`src/ptt_pkg.sv`:
```
// shared constants for the periodic tick timer
package ptt_pkg;
    localparam int ADDR_W = 8;
    localparam int DATA_W = 32;
    localparam int REG_W = 8;
    localparam int PRE_W = 18;
    localparam int MOD_W = 4;
    localparam int RATE_W = 3;
    localparam int EV_W = 2;
    localparam int SYNC_W = 3;
    // ------------------------------------------------------------
    // register indices: byte address is four times the index
    // ------------------------------------------------------------
    localparam logic [ADDR_W-1:0] CTL_IDX = 8'h0b;
    localparam logic [ADDR_W-1:0] CFG_IDX = 8'h09;
    localparam logic [ADDR_W-1:0] STAT_IDX = 8'h10;
    localparam logic [ADDR_W-1:0] MASK_IDX = 8'h11;
    localparam logic [ADDR_W-1:0] STATE_IDX = 8'h12;
    // ------------------------------------------------------------
    // field positions
    // ------------------------------------------------------------
    localparam int DEC_BIT = 7;
    localparam int RATE_LSB = 4;
    localparam int MOD_LSB = 0;
    localparam int SEL_BIT = 0;
    localparam int PSS_BIT = 1;
    localparam int EV_TICK = 0;
    localparam int EV_OSC_LOST = 1;
    localparam int ST_GOOD_BIT = 0;
    localparam int ST_STOP_BIT = 1;
    localparam int ST_RUN_BIT = 2;
    localparam int SRC_IRC = 0;
    localparam int SRC_OSC = 1;
    localparam int SRC_GOOD = 2;
    // ------------------------------------------------------------
    // reset values and codes
    // ------------------------------------------------------------
    localparam logic [REG_W-1:0] CTL_RST = 8'h00;
    localparam logic [EV_W-1:0] MASK_RST = 2'h0;
    localparam logic [RATE_W-1:0] RATE_OFF = 3'h0;
    // prescale terminal counts (divide value minus one)
    localparam logic [PRE_W-1:0] BIN_LIMIT [8] = '{
        18'h0_0000, 18'h0_03ff, 18'h0_07ff, 18'h0_0fff,
        18'h0_1fff, 18'h0_3fff, 18'h0_7fff, 18'h0_ffff};
    localparam logic [PRE_W-1:0] DEC_LIMIT [8] = '{
        18'h0_03e7, 18'h0_07cf, 18'h0_1387, 18'h0_270f,
        18'h0_4e1f, 18'h0_c34f, 18'h1_869f, 18'h3_0d3f};
endpackage

```
`src/ptt_tick_if.sv`:
```
// carrier between the tick control logic and its divide chain
interface ptt_tick_if;
    logic restart;
    logic count_en;
    logic off;
    logic [ptt_pkg::PRE_W-1:0] pre_limit;
    logic [ptt_pkg::MOD_W-1:0] modulus;
    logic timeout;
    logic [ptt_pkg::PRE_W-1:0] pre_cnt;
    logic [ptt_pkg::MOD_W-1:0] mod_cnt;
    modport ctl (output restart, count_en, off, pre_limit, modulus,
        input timeout, pre_cnt, mod_cnt);
    modport div (input restart, count_en, off, pre_limit, modulus,
        output timeout, pre_cnt, mod_cnt);
endinterface

```
`src/ptt_periodic_tick_timer.sv`:
```
// periodic tick timer: register slave, clock select and events
module ptt_periodic_tick_timer (
    input wire logic ref_clk,
    input wire logic rstn,
    input wire logic [ptt_pkg::ADDR_W-1:0] avm_address,
    input wire logic avm_read,
    input wire logic avm_write,
    input wire logic [ptt_pkg::DATA_W-1:0] avm_writedata,
    input wire logic [3:0] avm_byteenable,
    output logic [ptt_pkg::DATA_W-1:0] avm_readdata,
    output logic avm_waitrequest,
    input wire logic internal_rc_clock,
    input wire logic crystal_osc_clock,
    input wire logic osc_good_status,
    input wire logic stop_mode,
    output logic tick_irq,
    output logic tick_pulse
);
    // ------------------------------------------------------------
    // state
    // ------------------------------------------------------------
    typedef struct packed {
        logic [ptt_pkg::REG_W-1:0] ctl;
        logic clk_sel;
        logic pss;
        logic [ptt_pkg::EV_W-1:0] status;
        logic [ptt_pkg::EV_W-1:0] mask;
        logic irq;
        logic tick_pulse;
        logic waitreq;
        logic [ptt_pkg::REG_W-1:0] rdata;
    } ptt_top_type;

    ptt_top_type st_q;
    ptt_top_type st_d;

    logic [ptt_pkg::SYNC_W-1:0] pin_level;
    logic [ptt_pkg::SYNC_W-1:0] pin_rise;
    logic [ptt_pkg::SYNC_W-1:0] pin_fall;
    logic osc_good;
    logic src_edge;
    logic run_ok;
    logic take;
    logic done;
    logic wr;
    logic ctl_wr;
    logic cfg_wr;
    logic mask_wr;
    logic stat_rd;
    logic [ptt_pkg::REG_W-1:0] rd_mux;
    logic [ptt_pkg::EV_W-1:0] ev;
    logic [ptt_pkg::EV_W-1:0] clr;
    logic [ptt_pkg::REG_W-1:0] wdata_lo;

    ptt_tick_if tif ();

    // ------------------------------------------------------------
    // decode helpers
    // ------------------------------------------------------------
    function automatic logic addr_hit(
        input logic [ptt_pkg::ADDR_W-1:0] addr,
        input logic [ptt_pkg::ADDR_W-1:0] idx
    );
        return addr == {idx[ptt_pkg::ADDR_W-3:0], 2'b00};
    endfunction

    function automatic logic [ptt_pkg::PRE_W-1:0] prescale_limit(
        input logic [ptt_pkg::REG_W-1:0] ctl
    );
        logic [ptt_pkg::RATE_W-1:0] rate;
        rate = ctl[ptt_pkg::RATE_LSB +: ptt_pkg::RATE_W];
        if (ctl[ptt_pkg::DEC_BIT])
            return ptt_pkg::DEC_LIMIT[rate];
        else
            return ptt_pkg::BIN_LIMIT[rate];
    endfunction

    // ------------------------------------------------------------
    // pin synchronisers and divide chain
    // ------------------------------------------------------------
    // source clocks are sampled, so each must stay well below
    // a quarter of ref_clk or edges will be lost
    ptt_sync u_sync (
        .ref_clk(ref_clk),
        .rstn(rstn),
        .async_in({osc_good_status, crystal_osc_clock,
            internal_rc_clock}),
        .level(pin_level),
        .rise(pin_rise),
        .fall(pin_fall)
    );

    ptt_divider u_div (
        .ref_clk(ref_clk),
        .rstn(rstn),
        .tif(tif)
    );

    assign osc_good = pin_level[ptt_pkg::SRC_GOOD];
    assign wdata_lo = avm_writedata[ptt_pkg::REG_W-1:0];

    // ------------------------------------------------------------
    // tick source and run control
    // ------------------------------------------------------------
    assign src_edge = st_q.clk_sel ? pin_rise[ptt_pkg::SRC_OSC]
        : pin_rise[ptt_pkg::SRC_IRC];
    // stop_mode comes from logic on ref_clk, so it is not synchronised
    assign run_ok = !stop_mode || (st_q.pss && st_q.clk_sel);
    // counter simply stops counting; nothing clears it here
    assign tif.count_en = src_edge && run_ok;
    assign tif.off = !st_q.ctl[ptt_pkg::DEC_BIT]
        && st_q.ctl[ptt_pkg::RATE_LSB +: ptt_pkg::RATE_W]
        == ptt_pkg::RATE_OFF;
    assign tif.pre_limit = prescale_limit(st_q.ctl);
    assign tif.modulus = st_q.ctl[ptt_pkg::MOD_LSB +: ptt_pkg::MOD_W];
    assign tif.restart = ctl_wr || (st_d.clk_sel != st_q.clk_sel);

    // ------------------------------------------------------------
    // bus handshake: one wait cycle, then the access completes
    // ------------------------------------------------------------
    assign take = (avm_read || avm_write) && st_q.waitreq;
    assign done = (avm_read || avm_write) && !st_q.waitreq;
    assign wr = avm_write && done && avm_byteenable[0];
    assign ctl_wr = wr && addr_hit(avm_address, ptt_pkg::CTL_IDX);
    assign cfg_wr = wr && addr_hit(avm_address, ptt_pkg::CFG_IDX);
    assign mask_wr = wr && addr_hit(avm_address, ptt_pkg::MASK_IDX);
    assign stat_rd = avm_read && done
        && addr_hit(avm_address, ptt_pkg::STAT_IDX);

    always_comb
    begin
        rd_mux = '0;
        if (addr_hit(avm_address, ptt_pkg::CTL_IDX))
            rd_mux = st_q.ctl;
        else if (addr_hit(avm_address, ptt_pkg::CFG_IDX))
        begin
            rd_mux[ptt_pkg::SEL_BIT] = st_q.clk_sel;
            rd_mux[ptt_pkg::PSS_BIT] = st_q.pss;
        end
        else if (addr_hit(avm_address, ptt_pkg::STAT_IDX))
            rd_mux = ptt_pkg::REG_W'(st_q.status);
        else if (addr_hit(avm_address, ptt_pkg::MASK_IDX))
            rd_mux = ptt_pkg::REG_W'(st_q.mask);
        else if (addr_hit(avm_address, ptt_pkg::STATE_IDX))
        begin
            rd_mux[ptt_pkg::ST_GOOD_BIT] = osc_good;
            rd_mux[ptt_pkg::ST_STOP_BIT] = stop_mode;
            rd_mux[ptt_pkg::ST_RUN_BIT] = run_ok && !tif.off;
        end
    end

    // ------------------------------------------------------------
    // next state
    // ------------------------------------------------------------
    always_comb
    begin
        st_d = st_q;
        st_d.waitreq = !take;
        if (take)
            st_d.rdata = rd_mux;
        if (ctl_wr)
            st_d.ctl = wdata_lo;
        if (cfg_wr)
        begin
            st_d.clk_sel = wdata_lo[ptt_pkg::SEL_BIT] && osc_good;
            st_d.pss = wdata_lo[ptt_pkg::PSS_BIT];
        end
        // losing the oscillator forces the rc source back
        if (!osc_good)
            st_d.clk_sel = 1'b0;
        if (mask_wr)
            st_d.mask = wdata_lo[ptt_pkg::EV_W-1:0];
        // only bits that the read returned are cleared, so a new
        // event in the same cycle survives
        st_d.status = (st_q.status & ~clr) | ev;
        st_d.irq = |(st_d.status & st_d.mask);
        st_d.tick_pulse = tif.timeout;
    end

    always_comb
    begin
        ev = '0;
        ev[ptt_pkg::EV_TICK] = tif.timeout;
        ev[ptt_pkg::EV_OSC_LOST] = pin_fall[ptt_pkg::SRC_GOOD];
        clr = stat_rd ? st_q.rdata[ptt_pkg::EV_W-1:0] : '0;
    end

    always_ff @(posedge ref_clk)
    begin
        if (!rstn)
        begin
            st_q <= '0;
            st_q.ctl <= ptt_pkg::CTL_RST;
            st_q.mask <= ptt_pkg::MASK_RST;
            st_q.waitreq <= 1'b1;
        end
        else
            st_q <= st_d;
    end

    // ------------------------------------------------------------
    // outputs
    // ------------------------------------------------------------
    assign avm_readdata = {24'h00_0000, st_q.rdata};
    assign avm_waitrequest = st_q.waitreq;
    assign tick_irq = st_q.irq;
    assign tick_pulse = st_q.tick_pulse;

    // ------------------------------------------------------------
    // checks
    // ------------------------------------------------------------
    chk_source_mux: assert property (
        @(posedge ref_clk) disable iff (!rstn)
        tif.count_en |-> (st_q.clk_sel ? pin_rise[ptt_pkg::SRC_OSC]
            : pin_rise[ptt_pkg::SRC_IRC]))
        else $error("tick counted an edge of the wrong source");

    chk_stop_holds: assert property (
        @(posedge ref_clk) disable iff (!rstn)
        (stop_mode && !(st_q.pss && st_q.clk_sel) && !tif.restart)
        |=> ($stable(tif.pre_cnt) && $stable(tif.mod_cnt)))
        else $error("tick counter moved during stop");

    chk_count_kept: assert property (
        @(posedge ref_clk) disable iff (!rstn)
        (stop_mode && !(st_q.pss && st_q.clk_sel) && !tif.restart
            && !tif.off && tif.pre_cnt != '0)
        |=> tif.pre_cnt != '0)
        else $error("halted tick counter was cleared");

    chk_write_lands: assert property (
        @(posedge ref_clk) disable iff (!rstn)
        ctl_wr |=> st_q.ctl == $past(wdata_lo))
        else $error("control write did not land");

    chk_ack_timing: assert property (
        @(posedge ref_clk) disable iff (!rstn)
        take |=> !avm_waitrequest ##1 avm_waitrequest)
        else $error("bus answer not one cycle after request");

    chk_write_restart: assert property (
        @(posedge ref_clk) disable iff (!rstn)
        ctl_wr |=> (tif.pre_cnt == '0 && tif.mod_cnt == '0
            && !tif.timeout))
        else $error("control write did not restart the period");

    chk_sel_restart: assert property (
        @(posedge ref_clk) disable iff (!rstn)
        $changed(st_q.clk_sel) |-> (tif.pre_cnt == '0
            && tif.mod_cnt == '0))
        else $error("source change did not restart the period");

    chk_dec_table: assert property (
        @(posedge ref_clk) disable iff (!rstn)
        st_q.ctl[ptt_pkg::DEC_BIT] |-> (!tif.off && tif.pre_limit
            == ptt_pkg::DEC_LIMIT[st_q.ctl[6:4]]))
        else $error("decimal table not in effect");

    chk_off_silent: assert property (
        @(posedge ref_clk) disable iff (!rstn)
        tif.off [*2] |-> (!tif.timeout && tif.pre_cnt == '0))
        else $error("tick ran while switched off");

    chk_reset_off: assert property (
        @(posedge ref_clk) disable iff (!rstn)
        ($past(rstn) == 1'b0) |-> (st_q.ctl == ptt_pkg::CTL_RST
            && tif.off))
        else $error("control not at off code after reset");

    chk_sel_needs_good: assert property (
        @(posedge ref_clk) disable iff (!rstn)
        !osc_good |=> !st_q.clk_sel)
        else $error("crystal select held without good oscillator");

    chk_tick_flag: assert property (
        @(posedge ref_clk) disable iff (!rstn)
        tif.timeout |=> (st_q.status[ptt_pkg::EV_TICK] && tick_pulse))
        else $error("time-out did not raise its event");

    chk_irq_level: assert property (
        @(posedge ref_clk) disable iff (!rstn)
        tick_irq == |(st_q.status & st_q.mask))
        else $error("interrupt level disagrees with status and mask");

    // a read clears only what it returned, and only with no new event
    chk_status_clear: assert property (
        @(posedge ref_clk) disable iff (!rstn)
        (stat_rd && !ev[ptt_pkg::EV_TICK]
            && st_q.rdata[ptt_pkg::EV_TICK])
        |=> !st_q.status[ptt_pkg::EV_TICK])
        else $error("status read did not clear the tick event");

    chk_set_wins: assert property (
        @(posedge ref_clk) disable iff (!rstn)
        ev[ptt_pkg::EV_TICK] |=> st_q.status[ptt_pkg::EV_TICK])
        else $error("tick event lost against a status read");

    chk_lost_flag: assert property (
        @(posedge ref_clk) disable iff (!rstn)
        pin_fall[ptt_pkg::SRC_GOOD]
        |=> st_q.status[ptt_pkg::EV_OSC_LOST])
        else $error("oscillator loss not flagged");

    chk_pstop_runs: assert property (
        @(posedge ref_clk) disable iff (!rstn)
        (stop_mode && st_q.pss && st_q.clk_sel
            && pin_rise[ptt_pkg::SRC_OSC])
        |-> tif.count_en)
        else $error("pseudo stop did not keep the crystal tick");

    chk_sel_accept: assert property (
        @(posedge ref_clk) disable iff (!rstn)
        (cfg_wr && wdata_lo[ptt_pkg::SEL_BIT] && osc_good)
        |=> st_q.clk_sel)
        else $error("crystal select refused with good oscillator");

    chk_ctl_held: assert property (
        @(posedge ref_clk) disable iff (!rstn)
        !ctl_wr |=> $stable(st_q.ctl))
        else $error("control changed without a write");

    chk_bin_table: assert property (
        @(posedge ref_clk) disable iff (!rstn)
        (!st_q.ctl[ptt_pkg::DEC_BIT] && !tif.off)
        |-> tif.pre_limit == ptt_pkg::BIN_LIMIT[
            st_q.ctl[ptt_pkg::RATE_LSB +: ptt_pkg::RATE_W]])
        else $error("binary table not in effect");

    chk_pulse_single: assert property (
        @(posedge ref_clk) disable iff (!rstn)
        tick_pulse |=> !tick_pulse)
        else $error("tick pulse longer than one cycle");

    chk_idle_wait: assert property (
        @(posedge ref_clk) disable iff (!rstn)
        !(avm_read || avm_write) |=> avm_waitrequest)
        else $error("bus answered without a request");
endmodule

```
`src/ptt_sync.sv`:
```
// three-stage synchroniser with agreement filter and edge pulses
module ptt_sync (
    input wire logic ref_clk,
    input wire logic rstn,
    input wire logic [ptt_pkg::SYNC_W-1:0] async_in,
    output logic [ptt_pkg::SYNC_W-1:0] level,
    output logic [ptt_pkg::SYNC_W-1:0] rise,
    output logic [ptt_pkg::SYNC_W-1:0] fall
);
    typedef struct packed {
        logic [ptt_pkg::SYNC_W-1:0] s1;
        logic [ptt_pkg::SYNC_W-1:0] s2;
        logic [ptt_pkg::SYNC_W-1:0] s3;
        logic [ptt_pkg::SYNC_W-1:0] lvl;
        logic [ptt_pkg::SYNC_W-1:0] rise;
        logic [ptt_pkg::SYNC_W-1:0] fall;
    } ptt_sync_type;
    ptt_sync_type st_q;
    ptt_sync_type st_d;
    always_comb
    begin
        st_d = st_q;
        st_d.s1 = async_in;
        st_d.s2 = st_q.s1;
        st_d.s3 = st_q.s2;
        // a bit moves only once stages two and three agree
        st_d.lvl = (~(st_q.s2 ^ st_q.s3) & st_q.s2)
            | ((st_q.s2 ^ st_q.s3) & st_q.lvl);
        st_d.rise = st_d.lvl & ~st_q.lvl;
        st_d.fall = ~st_d.lvl & st_q.lvl;
    end
    always_ff @(posedge ref_clk)
    begin
        if (!rstn)
            st_q <= '0;
        else
            st_q <= st_d;
    end
    assign level = st_q.lvl;
    assign rise = st_q.rise;
    assign fall = st_q.fall;
endmodule

```
`src/ptt_divider.sv`:
```
// prescale and modulus divide chain for the periodic tick
module ptt_divider (
    input wire logic ref_clk,
    input wire logic rstn,
    ptt_tick_if.div tif
);
    typedef struct packed {
        logic [ptt_pkg::PRE_W-1:0] pre;
        logic [ptt_pkg::MOD_W-1:0] md;
        logic timeout;
    } ptt_div_type;
    ptt_div_type st_q;
    ptt_div_type st_d;
    always_comb
    begin
        st_d = st_q;
        st_d.timeout = 1'b0;
        if (tif.restart || tif.off)
        begin
            st_d.pre = '0;
            st_d.md = '0;
        end
        else if (tif.count_en)
        begin
            // >= so a stale count above a new limit still wraps
            if (st_q.pre >= tif.pre_limit)
            begin
                st_d.pre = '0;
                if (st_q.md >= tif.modulus)
                begin
                    st_d.md = '0;
                    st_d.timeout = 1'b1;
                end
                else
                    st_d.md = st_q.md + 1'b1;
            end
            else
                st_d.pre = st_q.pre + 1'b1;
        end
    end
    always_ff @(posedge ref_clk)
    begin
        if (!rstn)
            st_q <= '0;
        else
            st_q <= st_d;
    end
    assign tif.timeout = st_q.timeout;
    assign tif.pre_cnt = st_q.pre;
    assign tif.mod_cnt = st_q.md;

    chk_period_end: assert property (
        @(posedge ref_clk) disable iff (!rstn)
        (tif.count_en && !tif.restart && !tif.off
            && st_q.pre == tif.pre_limit && st_q.md == tif.modulus)
        |=> (st_q.timeout && st_q.pre == '0 && st_q.md == '0))
        else $error("divide chain missed its terminal count");
endmodule

```
`config.mk`:
```
export PLATFORM = sky130hd
export DESIGN_NAME = ptt_periodic_tick_timer
export DESIGN_NICKNAME = d
export VERILOG_FILES = /design/src/ptt_pkg.sv /design/src/ptt_tick_if.sv /design/src/ptt_periodic_tick_timer.sv /design/src/ptt_sync.sv /design/src/ptt_divider.sv
export SDC_FILE = /design/constraint.sdc
export NUM_CORES = 1
export LEC_CHECK = 0
export ABC_AREA = 1
export BUFFER_PORTS_ARGS = -buffer_cell sky130_fd_sc_hd__buf_2
export CORE_MARGIN = 2
export CORE_UTILIZATION = 35
export CTS_CLUSTER_SIZE = 24
export DETAILED_ROUTE_END_ITERATION = 10
export GPL_ROUTABILITY_DRIVEN = 0
export SLEW_MARGIN = 20
export SYNTH_ARGS = -nofsm -noshare
export SYNTH_HDL_FRONTEND = slang
export SYNTH_SLANG_ARGS = --single-unit
```
`constraint.sdc`:
```
create_clock -name ref_clk -period 3.2 [get_ports ref_clk]
set_input_delay 0.16 -clock ref_clk [delete_from_list [all_inputs] [get_ports ref_clk]]
set_output_delay 0.16 -clock ref_clk [all_outputs]
set_load 0.03 [all_outputs]
```
Yosys cells after proc, flatten, opt, wreduce, memory -nomap -nowiden:

Memories as Yosys holds them, arrays and structs flattened.
Index checks and enable logic that the tools add are counted.
Widths: inputs -> output; s select.

* memory bits (read-only): 288
* memories: 2
* output and inout bits: 35
* flip-flop bits (word level): 65
* input port bits: 52
* word-level logic and storage cells: 95

* $add $sub $neg: 2
* bitwise operators: 17
* reductions and logical operators: 28
* order comparisons: 3
* mux-type cells: 19
* equal/unequal tests: 6

Memories
* (name not given): words 8, bits a word 18, rd ports 1, clocked after Yosys merged registers in 0, wr ports 0, line ptt_periodic_tick_timer.sv:75 `return ptt_pkg::BIN_LIMIT[rate];`
* (name not given): words 8, bits a word 18, rd ports 1, clocked after Yosys merged registers in 0, wr ports 0, line ptt_periodic_tick_timer.sv:73 `return ptt_pkg::DEC_LIMIT[rate];`

Operators with widths (number)
* $mux 18: 6
* $eq 8x7->1 const B: 3
* $add 18x1->18 const B: 1
* $ge 18x18->1: 1
* $eq 8x6->1 const B: 2
* $logic_and 1x1->1: 14
* $and 3x3->3: 3
* $mux 3: 3
* $mux 2: 4
* $mux 8: 1
* $and 2x2->2: 3
* $mux 6: 1
* $not 3->3: 2
* $logic_not 1->1: 5
* $add 4x1->4 const B: 1
* $ge 4x4->1: 1
* $ge 4x4->1 const B: 1
* $logic_or 1x1->1: 4
* $mux 4: 1
* $not 2->2: 2
* $not 3->4: 1
* $reduce_or 2->1: 2
* $reduce_or 4->1: 1
* $logic_not 3->1: 1
* 7 further kinds: 11

Longest topological paths before layout:

* depth in word-level cells: 11
* gate-level depth with buffers: 19
* depth with buffers taken out: 19

By module:

A second synthesis with hierarchy kept.

* cells, all modules: 567
* area, all modules: 4206.5 um^2

By module, submodules not included
* ptt_divider: area each 1835.5 um^2, cells an instance 249, seq. area each 460.4 um^2, instances 1
* ptt_periodic_tick_timer: area each 1734.2 um^2, cells an instance 247, seq. area each 500.5 um^2, instances 1
* ptt_sync: area each 636.9 um^2, cells an instance 71, seq. area each 360.3 um^2, instances 1

Worst setup path before layout:

Ideal clock, no wire load.

* path kind: register to register
* start point: register st_q[22] in the netlist's numbering
* end point: register u_div.st_q (netlist bit u_div.tif.pre_cnt[11])
* required time: 3085 ps
* data arrival time: 2205 ps
* stages on the path, launching flop included: 18
* buffers on the path: 1
* setup slack: 880 ps
* library setup time: 115 ps
* clock period less this slack: 2320 ps
* cell sequence: dfxtp_1 > inv_1 > ha_1 > nand2_2 > nor2_2 > clkinv_1 > o21ai_0 > ha_1 > nand2_1 > nor2_1 > nand2_1 > nor2_1 > nand2_1 > nand4_1 > nand2_2 > nand2_4 > buf_12 > nor2_2

* cells in the longest elaborated chain, start to end: 7
* elaborated cells on any way between the ends: 14
* those cells by class: order compare: 1; mux: 6; bitwise: 1; reduce/logical: 4; memory: 2

RTL lines
* start: declaration: line ptt_periodic_tick_timer.sv:34 `ptt_top_type st_q;`
* start signal: assignment: line ptt_periodic_tick_timer.sv:198 `st_q <= st_d;`
* $not 3->4 (implied by the code): line ptt_periodic_tick_timer.sv:73, ptt_periodic_tick_timer.sv:75
* $mem_v2 8x18 (on tied branches)
* $mux 18 (on tied branches) (2 in series): line ptt_periodic_tick_timer.sv:75, ptt_periodic_tick_timer.sv:73
* $mux 18: line ptt_periodic_tick_timer.sv:72 `if (ctl[ptt_pkg::DEC_BIT])`
* $ge 18x18->1: line ptt_divider.sv:26 `if (st_q.pre >= tif.pre_limit)`
* $mux 18: line ptt_divider.sv:26
* end signal: assignment: line ptt_divider.sv:46 `st_q <= st_d;`
* end: declaration: line ptt_divider.sv:12 `ptt_div_type st_q;`

Several ways; a longest one is shown, not always the timed one. The select of a mux whose other input is x is not followed.
A chain may end at the register's enable or synchronous reset.

Worst setup path in the final report:

* start point: register st_q[22] in the netlist's numbering
* end point: register u_div.st_q (netlist bit u_div.tif.pre_cnt[4])

Same word-level chain as after synthesis.

==> results.sh <==
export IMPL_nets=666
export IMPL_fp_dieW_um=110
export IMPL_slowest_stage="dfxtp_1"
export IMPL_hold_path_startpoint="avm_writedata[7]"
export IMPL_worstPathCellList="inv_1, ha_1, nand2_2, nor2_2, clkinv_1, o21ai_0, ha_1, nand2_1, nor2_1, nand2_1, nor2_1, nand2_1, nand4_1, nand2_2, nand2_4, nor3_1"
export IMPL_whs_path_depth=3
export IMPL_synth_area_per_cell_sq_um=7.15
export IMPL_critical_path_buf_inv_count=2
export IMPL_ir_drop_uv=300
export IMPL_maxCapViolations=0
export IMPL_route_final_wire_length_um=8490
export IMPL_ctsRootBufferMaster="clkbuf_16"
export IMPL_firstDrtPassIters=4
export IMPL_clock_sinks=63
export IMPL_syn_to_final_growth_pct=12.9
export IMPL_min_to="st_q[24]"
export IMPL_ant_nets=0
export IMPL_switching_share=0.230
export IMPL_initial_core_util=0.362
export IMPL_r2r_slack_ps=420
export IMPL_fin_tns_setup_ps=0
export IMPL_synth_distinct_cells=40
export IMPL_min_path_type="in -> reg"
export IMPL_antenna_found_initial=0
export IMPL_dpl_cell_area_sq_mm=0.00410
export IMPL_grt_pass1_vias=3159
export IMPL_remaining_drc_errors=0
export IMPL_p_int_mw=1.59
export IMPL_wl_per_cell_um=11.6
export IMPL_n_antenna_cell=0
export IMPL_fin_area_sq_mm=0.00448
export IMPL_cp_end_kind="register"
export IMPL_worstReg2RegStart="st_q[22]"
export IMPL_skew_ps=5.60
export IMPL_leakagePower_nw=2.01
export IMPL_slew_viol_final=0
export IMPL_clk_latency_ps=330
export IMPL_die_h_um=110
export IMPL_yosys_warnings=0
export IMPL_clkTransAtPathRegs_ps=60
export IMPL_yosysSeqAreaShare=0.318
export IMPL_critPathKind="reg -> reg"
export IMPL_clock_fmax_mhz=359
export IMPL_cts_buffer_depth=2
export IMPL_worstReg2RegEnd="u_div.tif.pre_cnt[4]"
export IMPL_worstMarginPinSlew_ps=569
export IMPL_layout_drive_gt1_share=0.158
export IMPL_syn_inst=554
export IMPL_grt_pass1_wl_um=14400
export IMPL_slowest_delay_ps=390
export IMPL_final_common_cell="nand2_1"
export IMPL_cts_made_buffers=9
export IMPL_track_usage=0.144
export IMPL_cts_setup_buffers=0
export IMPL_finalSetupViolCount=0
export IMPL_grt_start_max_net_pins=34
export IMPL_dp_hpwl_um=6390
export IMPL_hold_viol_final=0
export IMPL_rsz0062_at_grt="false"
export IMPL_cts_tree="built"
export IMPL_layout_common_cells="122 x nand2_1, 68 x inv_1, 63 x dfxtp_1"
export IMPL_vias_per_cell=4.68
export IMPL_syn_cell_area_sq_mm=0.00396
export IMPL_p_seq_frac=0.388
export IMPL_finalCritPeriodShare=0.870
export IMPL_fin_crit_ps=2780
export IMPL_rows=38
export IMPL_cp_startpoint="st_q[22]"
export IMPL_combPwrFrac=0.060
export IMPL_path_common_cell="nand2_1"
export IMPL_die_area_sq_mm=0.0122
export IMPL_startpoint_type="register"
export IMPL_h_tree_depth=3
export IMPL_port_buffers=35
export IMPL_utilization=0.409
export IMPL_num_fill_cells=1144
export IMPL_path_max_fanout=14
export IMPL_power_density_mw_per_mm2=461
export IMPL_num_vias=3413
export IMPL_reg2regPathDepth=16
export IMPL_status="completed"
export IMPL_coreArea_sq_mm=0.0109
export IMPL_required_ps=3460
export IMPL_clockPowerShare=0.552
export IMPL_max_slew_margin_rel=0.621
export IMPL_overflow=0
export IMPL_ys_seq_elements=63
export IMPL_ios=87
export IMPL_p_sw_mw=0.475
export IMPL_critical_path_top_delay_family="simple AND/OR/NAND/NOR gates"
export IMPL_drt_initial_drc_count=267
export IMPL_cp_data_arrival_time_ps=3040
==> cell usage after synthesis (all sizes together) <==
cell type / count / share of area
a211oi: 1 / 0.0019
a21o: 3 / 0.0057
a21oi: 36 / 0.047
a22oi: 1 / 0.0019
a31oi: 1 / 0.0016
and2: 1 / 0.0016
buf: 35 / 0.070
clkbuf: 6 / 0.0057
clkinv: 1 / 0.00095
conb: 1 / 0.00095
dfxtp: 63 / 0.32
ha: 29 / 0.092
inv: 72 / 0.069
nand2: 136 / 0.14
nand3: 34 / 0.044
nand3b: 1 / 0.0051
nand4: 11 / 0.023
nor2: 64 / 0.078
nor3: 13 / 0.019
nor4: 2 / 0.0047
o211ai: 3 / 0.0057
o21ai: 29 / 0.037
o21bai: 2 / 0.0038
xnor2: 4 / 0.0088
xor2: 5 / 0.011
==> area by class of cell <==
class                      count  area [sq um]  area share
clock buffer                   9           225      0.0503
tap                          140           175      0.0391
clock inverter                 7           120      0.0268
inverter                      73           277      0.0618
sequential                    63          1260       0.282
timing repair buffer          38           205      0.0458
multi-input combinational    400          2210       0.494
==> power groups by stage <==
stage	clock, mW	combinational [mW]	sequential [mW]
CTS	1.16	0.122	0.802
finish	1.14	0.123	0.801
floorplan	0	0.115	0.819
global placement	0	0.119	0.818
global route	1.20	0.133	0.803
detailed placement	0	0.120	0.819
==> metal layers <==
| layer | share of wire | global-route usage | vias to the layer above |
|---|---|---|---|
| li1 | - | - | 1793 |
| met1 | 0.46 | 0.173 | 1546 |
| met2 | 0.50 | 0.246 | 65 |
| met3 | 0.035 | 0.0379 | 9 |
| met4 | 0.013 | 0.0550 | 0 |
| met5 | 0 | 0 | - |
==> worst max-delay path by stage <==
stage                                  to  slack [ps]  depth (start not counted)
floorplan           u_div.tif.pre_cnt[11]         880                         17
global placement     u_div.tif.pre_cnt[1]         430                         16
detailed placement   u_div.tif.pre_cnt[4]         390                         16
CTS                  u_div.tif.pre_cnt[4]         360                         16
global route         u_div.tif.pre_cnt[3]           7                         18
finish               u_div.tif.pre_cnt[4]         420                         16
==> flip-flops by register name, summed over array words and instances, names as in the netlist <==
| signal | count |
|---|---|
| avm_waitrequest | 1 |
| u_sync.level | 3 |
| u_sync.st_d | 6 |
| u_div.tif.mod_cnt | 4 |
| tick_pulse | 1 |
| u_div.tif.timeout | 1 |
| u_sync.rise | 2 |
| st_q | 14 |
| tick_irq | 1 |
| u_div.tif.pre_cnt | 18 |
| avm_readdata | 8 |
| u_sync.st_q | 3 |
| u_sync.fall | 1 |
==> worst min-delay path, delay by kind of cell <==
kind	cells	cell delay, ps
AOI/OAI and AO/OA	2	180
buffers and inverters	1	80
==> per-stage QoR <==
step,setup slack [ps],hold WS [ps],power (mW),cells
final,415,122,2.06,730
after global routing,6.62,130,2.13,730
after CTS,358,4.15,2.08,729
after detailed placement,390,343,0.939,711
after global placement,434,342,0.937,711
after floorplan,880,258,0.935,577
==> logic make-up after synthesis <==
kind of cell	share of synthesized area
AO/OA/AOI/OAI	0.104
flip-flops	0.318
XOR/XNOR	0.0199
adder cells (fa/ha/maj)	0.0915
other	0.000946
AND/OR/NAND/NOR	0.320
buffers and inverters	0.145
==> repair_timing <==
item                                    4_1_cts  5_1_grt
endpoints found under the setup margin        0        0
gates resized for setup                       0        0
hold endpoints to repair                      2        1
hold buffers                                  2        1
(Power assumes the default switching activity.)
